$ cat src/pems_regs.svh
`ifndef PEMS_REGS_SVH
`define PEMS_REGS_SVH

// ============================================================
// register numbers
`define PEMS_ADDR_MASK0 6'h01
`define PEMS_ADDR_SENSE0 6'h02
`define PEMS_ADDR_FLAGS1 6'h03
`define PEMS_ADDR_MASK1 6'h04

// ============================================================
// implemented bits of each word
`define PEMS_MASK0_IMPL 24'h397FFF
`define PEMS_SENSE0_IMPL 24'h197FF8
`define PEMS_WORD1_IMPL 24'hC1FFFF

// ============================================================
// reset domain membership
`define PEMS_MASK0_PIN_BITS 24'h386F17
`define PEMS_MASK0_RTC_BITS 24'h0000A0
`define PEMS_MASK0_OFF_BITS 24'h011048
`define PEMS_WORD1_PIN_BITS 24'hC1F000
`define PEMS_WORD1_RTC_BITS 24'h000EE3
`define PEMS_WORD1_OFF_BITS 24'h00011C

// ============================================================
// reset values; unimplemented mask bits read one
`define PEMS_MASK0_DEFAULT 24'hFFFFFF
`define PEMS_FLAGS1_DEFAULT 24'h000080
`define PEMS_MASK1_DEFAULT 24'hFFF7FF

// ============================================================
// field positions
`define PEMS_BIT_WDOG_RESET 5
`define PEMS_BIT_BUTTON_RESET 6
`define PEMS_BIT_CHG_ON 7
`define PEMS_BIT_LP_BOOT 11
`define PEMS_BIT_THERM_LOW 12
`define PEMS_BIT_THERM_HIGH 13
`define PEMS_BIT_SHORT_TRIP 16
`define PEMS_BIT_SESSION_VALID 16
`define PEMS_BIT_WALL_CHG 21
`define PEMS_BIT_BATT_REMOVAL 22

// ============================================================
// synchroniser
`define PEMS_SYNC_STAGES 2

`endif

$ cat src/pems_pkg.sv
package pems_pkg;
	typedef logic [23:0] pems_word_t;
	typedef logic [5:0] pems_addr_t;
endpackage

$ cat src/pems_sync.sv
`timescale 1ns/1ps
// ============================================================
// two-stage synchroniser, reset to a fixed constant
module pems_sync #(
	parameter int WIDTH = 1,
	parameter logic [WIDTH-1:0] RESET_VAL = '0
) (
	// clock and reset
	input wire logic sys_clk,
	input wire logic rst,
	// data
	input wire logic [WIDTH-1:0] async_in,
	output logic [WIDTH-1:0] sync_out
);
	logic [WIDTH-1:0] meta_reg;
	logic [WIDTH-1:0] sync_reg;

	always_ff @(posedge sys_clk or posedge rst) begin
		if (rst) begin
			meta_reg <= RESET_VAL;
			sync_reg <= RESET_VAL;
		end else begin
			meta_reg <= async_in;
			sync_reg <= meta_reg;
		end
	end

	assign sync_out = sync_reg;
endmodule // pems_sync

$ cat src/pems_top.sv
`timescale 1ns/1ps
`include "pems_regs.svh"
// Operation
// - short trip sets flag bit 16; write-one clears; reset pin clears.
// - implemented mask bits reset to one except mask bit 11, e.g. battery removal bit 22.
// - low-power boot mask bit 11 resets to zero, only by clock power-on.
// - thermal low and high flags at bits 12, 13, cleared by reset pin.
// - watchdog reset sets bit 5; survives reset pin.
// - button reset sets bit 6; only clock power-on or write-one clears.
// - low-power boot sets bit 11; survives reset pin.
// - charger-on sense is read-only bit 7, zero by default.
// - session valid sense is live read-only bit 16, zero by default.
// - wall charger mask bit 21 is read-write, one after reset pin.
// - writing one clears a flag, zero leaves it, reads show it.
// - sense bits follow their inputs without latching.
// - pin bits held while pin low; clock bits released on power good.
// - off-state bits return to default on entering the off state.
module pems_top (
	// clock and reset
	input wire logic sys_clk,
	input wire logic rst,
	// reset sources
	input wire logic reset_pin_low_n,
	input wire logic rtc_poweron_reset_n,
	input wire logic off_state_reset,
	// register access
	input wire pems_pkg::pems_addr_t reg_addr,
	input wire logic reg_wr,
	input wire logic reg_rd,
	input wire pems_pkg::pems_word_t reg_wdata,
	output pems_pkg::pems_word_t reg_rdata,
	output logic reg_rvalid,
	// event sources
	input wire logic short_trip_evt,
	input wire logic thermal_low_evt,
	input wire logic thermal_high_evt,
	input wire logic watchdog_reset_evt,
	input wire logic button_reset_evt,
	input wire logic lowpower_usb_boot_evt,
	input wire logic battery_removal_evt,
	input wire pems_pkg::pems_word_t other_event_in,
	// sense inputs
	input wire logic charger_on_sense,
	input wire logic usb_session_valid_sense,
	input wire pems_pkg::pems_word_t other_sense_in,
	// interrupt request
	output logic irq_pending
);
	// ============================================================
	// input synchronisers
	pems_pkg::pems_word_t evt_raw;
	pems_pkg::pems_word_t evt_sync;
	pems_pkg::pems_word_t sense_raw;
	pems_pkg::pems_word_t sense_sync;
	logic [2:0] rst_raw;
	logic [2:0] rst_sync;
	logic pin_act;
	logic rtc_act;
	logic off_act;

	always_comb begin
		evt_raw = other_event_in;
		evt_raw[`PEMS_BIT_SHORT_TRIP] = short_trip_evt;
		evt_raw[`PEMS_BIT_THERM_LOW] = thermal_low_evt;
		evt_raw[`PEMS_BIT_THERM_HIGH] = thermal_high_evt;
		evt_raw[`PEMS_BIT_WDOG_RESET] = watchdog_reset_evt;
		evt_raw[`PEMS_BIT_BUTTON_RESET] = button_reset_evt;
		evt_raw[`PEMS_BIT_LP_BOOT] = lowpower_usb_boot_evt;
		evt_raw[`PEMS_BIT_BATT_REMOVAL] = battery_removal_evt;
		sense_raw = other_sense_in;
		sense_raw[`PEMS_BIT_CHG_ON] = charger_on_sense;
		sense_raw[`PEMS_BIT_SESSION_VALID] = usb_session_valid_sense;
		rst_raw = {off_state_reset, rtc_poweron_reset_n, reset_pin_low_n};
	end

	pems_sync #(.WIDTH(24), .RESET_VAL(24'h000000)) u_evt_sync (
		.sys_clk(sys_clk),
		.rst(rst),
		.async_in(evt_raw),
		.sync_out(evt_sync)
	);

	pems_sync #(.WIDTH(24), .RESET_VAL(24'h000000)) u_sense_sync (
		.sys_clk(sys_clk),
		.rst(rst),
		.async_in(sense_raw),
		.sync_out(sense_sync)
	);

	// reset sources come up asserted
	pems_sync #(.WIDTH(3), .RESET_VAL(3'h4)) u_rst_sync (
		.sys_clk(sys_clk),
		.rst(rst),
		.async_in(rst_raw),
		.sync_out(rst_sync)
	);

	assign pin_act = ~rst_sync[0];
	assign rtc_act = ~rst_sync[1];
	assign off_act = rst_sync[2];

	// ============================================================
	// event edge detect
	pems_pkg::pems_word_t evt_prev_reg;
	pems_pkg::pems_word_t evt_prev_next;
	pems_pkg::pems_word_t set_vec;

	always_comb begin
		evt_prev_next = evt_sync;
		set_vec = evt_sync & ~evt_prev_reg & `PEMS_WORD1_IMPL;
	end

	always_ff @(posedge sys_clk or posedge rst) begin
		if (rst) begin
			evt_prev_reg <= 24'h000000;
		end else begin
			evt_prev_reg <= evt_prev_next;
		end
	end

	// ============================================================
	// flag and mask words
	pems_pkg::pems_word_t flags1_reg;
	pems_pkg::pems_word_t flags1_next;
	pems_pkg::pems_word_t mask0_reg;
	pems_pkg::pems_word_t mask0_next;
	pems_pkg::pems_word_t mask1_reg;
	pems_pkg::pems_word_t mask1_next;
	pems_pkg::pems_word_t w1_hold;
	pems_pkg::pems_word_t m0_hold;
	logic irq_next;
	logic wr_flags1;
	logic wr_mask0;
	logic wr_mask1;

	always_comb begin
		wr_flags1 = reg_wr && (reg_addr == `PEMS_ADDR_FLAGS1);
		wr_mask0 = reg_wr && (reg_addr == `PEMS_ADDR_MASK0);
		wr_mask1 = reg_wr && (reg_addr == `PEMS_ADDR_MASK1);
		// bits forced to default by active reset domains
		w1_hold = (pin_act ? `PEMS_WORD1_PIN_BITS : 24'h000000) |
			(rtc_act ? `PEMS_WORD1_RTC_BITS : 24'h000000) |
			(off_act ? `PEMS_WORD1_OFF_BITS : 24'h000000);
		m0_hold = (pin_act ? `PEMS_MASK0_PIN_BITS : 24'h000000) |
			(rtc_act ? `PEMS_MASK0_RTC_BITS : 24'h000000) |
			(off_act ? `PEMS_MASK0_OFF_BITS : 24'h000000);
		// set wins over a simultaneous write-one clear
		flags1_next = flags1_reg;
		if (wr_flags1) begin
			flags1_next = flags1_reg & ~reg_wdata;
		end
		flags1_next = flags1_next | set_vec;
		flags1_next = (flags1_next & ~w1_hold) |
			(`PEMS_FLAGS1_DEFAULT & w1_hold);
		flags1_next = flags1_next & `PEMS_WORD1_IMPL;
		mask0_next = mask0_reg;
		if (wr_mask0) begin
			mask0_next = reg_wdata;
		end
		mask0_next = (mask0_next & ~m0_hold) |
			(`PEMS_MASK0_DEFAULT & m0_hold);
		mask0_next = mask0_next | ~`PEMS_MASK0_IMPL;
		mask1_next = mask1_reg;
		if (wr_mask1) begin
			mask1_next = reg_wdata;
		end
		mask1_next = (mask1_next & ~w1_hold) |
			(`PEMS_MASK1_DEFAULT & w1_hold);
		mask1_next = mask1_next | ~`PEMS_WORD1_IMPL;
		irq_next = |(flags1_reg & ~mask1_reg);
	end

	always_ff @(posedge sys_clk or posedge rst) begin
		if (rst) begin
			flags1_reg <= `PEMS_FLAGS1_DEFAULT;
			mask0_reg <= `PEMS_MASK0_DEFAULT;
			mask1_reg <= `PEMS_MASK1_DEFAULT;
			irq_pending <= 1'b0;
		end else begin
			flags1_reg <= flags1_next;
			mask0_reg <= mask0_next;
			mask1_reg <= mask1_next;
			irq_pending <= irq_next;
		end
	end

	// ============================================================
	// read port
	pems_pkg::pems_word_t rdata_next;
	logic rvalid_next;

	always_comb begin
		rvalid_next = reg_rd;
		rdata_next = reg_rdata;
		if (reg_rd) begin
			if (reg_addr == `PEMS_ADDR_MASK0) begin
				rdata_next = mask0_reg;
			end else if (reg_addr == `PEMS_ADDR_SENSE0) begin
				rdata_next = sense_sync & `PEMS_SENSE0_IMPL;
			end else if (reg_addr == `PEMS_ADDR_FLAGS1) begin
				rdata_next = flags1_reg;
			end else if (reg_addr == `PEMS_ADDR_MASK1) begin
				rdata_next = mask1_reg;
			end else begin
				rdata_next = 24'h000000;
			end
		end
	end

	always_ff @(posedge sys_clk or posedge rst) begin
		if (rst) begin
			reg_rdata <= 24'h000000;
			reg_rvalid <= 1'b0;
		end else begin
			reg_rdata <= rdata_next;
			reg_rvalid <= rvalid_next;
		end
	end
endmodule // pems_top

$ cat config.mk
export PLATFORM = sky130hd
export DESIGN_NAME = pems_top
export DESIGN_NICKNAME = d
export VERILOG_FILES = /design/src/pems_pkg.sv /design/src/pems_sync.sv /design/src/pems_top.sv
export VERILOG_INCLUDE_DIRS = /design/src
export SDC_FILE = /design/constraint.sdc
export NUM_CORES = 1
export LEC_CHECK = 0
export BUFFER_PORTS_ARGS = -buffer_cell sky130_fd_sc_hd__buf_2
export CELL_PAD_IN_SITES_DETAIL_PLACEMENT = 1
export CELL_PAD_IN_SITES_GLOBAL_PLACEMENT = 1
export CORE_ASPECT_RATIO = 0.5
export CORE_UTILIZATION = 41
export CTS_CLUSTER_SIZE = 16
export DETAILED_ROUTE_END_ITERATION = 7
export MAX_ROUTING_LAYER = met4
export PLACE_DENSITY = 0.8
export SETUP_SLACK_MARGIN = 0.2
export SLEW_MARGIN = 15
export SYNTH_ARGS = -nofsm -noshare
export SYNTH_HDL_FRONTEND = slang
export SYNTH_HIERARCHICAL = 1
export SYNTH_SLANG_ARGS = --single-unit
$ cat constraint.sdc
create_clock -name sys_clk -period 2.6 [get_ports sys_clk]
set_input_delay 0.13 -clock sys_clk [delete_from_list [all_inputs] [get_ports sys_clk]]
set_output_delay 0.13 -clock sys_clk [all_outputs]
set_load 0.01 [all_outputs]
==> results_dict.tcl <==
set metrics [dict create \
    hpwl_microns 11200 \
    antenna_found_initial 0 \
    rsz0062_at_grt "no" \
    wl_met2_microns 9008 \
    combPwrFrac 0.072 \
    pre_cts_ws_ns 0.6391 \
    critical_path.cell_chain "nand2b_1, o2111ai_1, a2111oi_0, nand3_1" \
    failed_checks "DRC" \
    drtIter0Drc 376 \
    rows 31 \
    min_to "mask1_reg[22]$_DFF_PP1_" \
    ant_nets 0 \
    drc 8 \
    synth_nets 637 \
    grt_overflow 0 \
    fillers 1576 \
    cpMaxStageDelayCell "a2111oi_0" \
    holdPathStages 3 \
    place_congestion 0.8036 \
    largest_reg_flops 23 \
    finalSetupViolCount 0 \
    stdcell_area_sq_um 8292 \
    layout-drive-gt1-share 0.2557 \
    clockBufferDepth 2 \
    crit_type "register to register" \
    io_pins 120 \
    regMostFlops "reg_rdata" \
    max_stage_delay_ns 0.68 \
    status "finished, violations left" \
    clock-sinks 175 \
    nNetsFinal 785 \
    min_path_type "input pin to register" \
    core_sq_um 14890 \
    required_ns 2.87 \
    netlist_area_sq_um 6439 \
    path_max_fanout 3 \
    switchingPower_mw 1.577 \
    cts_tree "yes" \
    fmax_mhz 516.9 \
    start_kind "register" \
    hold_violations 0 \
    fin_ws_ns 0.6653 \
    die_w_microns 179.2 \
    clock_power_share 0.435 \
    drv_cap 0 \
    seq_power_share 0.493 \
    power.share.switching 0.2668 \
    initial_utilization 0.4323 \
    worstSkewPairLatency_ns 0.43 \
    tightest_slew_ns 0.7766 \
    grt_pass1_vias 5391 \
    place_area_sq_um 7117 \
    cts_setup_buffers 0 \
    final-max-slew-violation-count 0 \
    worst_r2r_endpoint "irq_pending$_DFF_PP0_" \
    portBuffers 94 \
    reg2reg_from "mask1_reg[8]$_DFF_PP1_" \
    tns_ns 0 \
    clockRootBuffer "clkbuf_16" \
    dr_total_vias 4917 \
    grt_max_degree 102 \
    die_area_sq_um 16240 \
    power.density_nw_per_um2 712.8 \
    fp.dieH_microns 90.61 \
    rrSetupSlack_ns 0.67 \
    htreeDepth 4 \
    grt_pass1_wl_microns 30520 \
    clock_skew_ns 0.009916 \
    numCtsBuffers 17 \
    reg2regPathDepth 4 \
    synth_warnings 6 \
    route.met3.wl_microns 1165 \
    hold_slack_ns 0.001964 \
    utilization 0.5567 \
    stdcell_count 902 \
    p_leak_nw 3.757 \
    clk_pin_slew_ns 0.08 \
    hold_start "reg_wdata[22]" \
    grt.total_usage 0.2629 \
    vias_per_cell 5.451 \
    p_int_mw 4.334 \
    area.growth.synth_to_final_pct 28.78 \
    synthCells 543 \
    timing.final.crit_period_ns 1.935 \
    cp-end-kind "register" \
    max-vdd-ir-drop_mv 0.4238 \
    synth_area_per_cell_sq_um 11.86 \
    dp_cells 812 \
    top_layer "met4" \
    drt_wl_total_microns 19110 \
    firstDrtPassIters 7 \
    diodes 0 \
    relSlewSlack 0.4822 \
    drt-met1-wl_microns 8454 \
    power_mw 5.910 \
    wire_per_inst_microns 21.19 \
    min_period_over_period 0.7441 \
    worst-endpoint-arrival_ns 2.20 \
]
-- critical path, delay by kind of cell (launching register included) --
kind             cells  cell delay, ns
flip-flops           1            0.55
AND/OR/NAND/NOR      2            0.37
AO/OA/AOI/OAI        2            0.84
-- what timing repair did --
item / 4_1_cts / 5_1_grt
endpoints found under the setup margin: 0 / 0
endpoints found under the hold margin: 182 / 0
resized for setup: 0 / 0
hold buffers: 58 / 0
-- worst max-delay path by stage --
stage	from	endpoint	cells past startpoint
4_1_cts	mask1_reg[8]$_DFF_PP1_	irq_pending$_DFF_PP0_	4
3_5_place_dp	reg_addr[1]	reg_rdata[16]$_DFFE_PP0P_	5
5_1_grt	mask1_reg[16]$_DFF_PP1_	irq_pending$_DFF_PP0_	4
6_report	mask1_reg[8]$_DFF_PP1_	irq_pending$_DFF_PP0_	4
3_3_place_gp	reg_addr[1]	reg_rdata[4]$_DFFE_PP0P_	5
2_1_floorplan	reg_addr[5]	flags1_reg[11]$_DFF_PP0_	6
-- layout by cell type, fill, tap and decap left out, drive strengths merged, types with 13 or more instances in the layout --
cell	instances
nand2	55
nor2b	24
o21a	14
nor3	27
dfrtp	135
dfstp	40
nand3	28
o21ai	24
a21oi	29
a2bb2oi	13
buf	106
clkbuf	18
nor2	22
dlygate4sd3	58
inv	31
-- metal layers --
| layer | vias to the layer above | global-route usage |
|---|---|---|
| met1 | 2529 | 0.3443 |
| li1 | 2155 | - |
| met2 | 191 | 0.4006 |
| met3 | 42 | 0.05682 |
| met4 | 0 | 0.1036 |
| met5 | - | - |
-- power by group through the flow --
stage	Combinational (mW)	Sequential, mW	Clock, mW
after floorplan	0.182	2.94	0
after global placement	0.338	2.95	0
after detailed placement	0.349	2.96	0
after CTS	0.420	2.91	2.57
after global routing	0.465	2.93	2.70
final	0.424	2.92	2.57
-- cell type report --
cell class	instances	area [sq um]	area share
sequential	175	4429	0.5342
clock inverter	14	165.2	0.01992
multi-input combinational	309	1760	0.2123
clock buffer	18	429.2	0.05176
tap	198	247.7	0.02988
timing repair buffer	164	1166	0.1406
inverter	24	93.84	0.01132
Note: power is estimated with default switching activity, not from simulation.
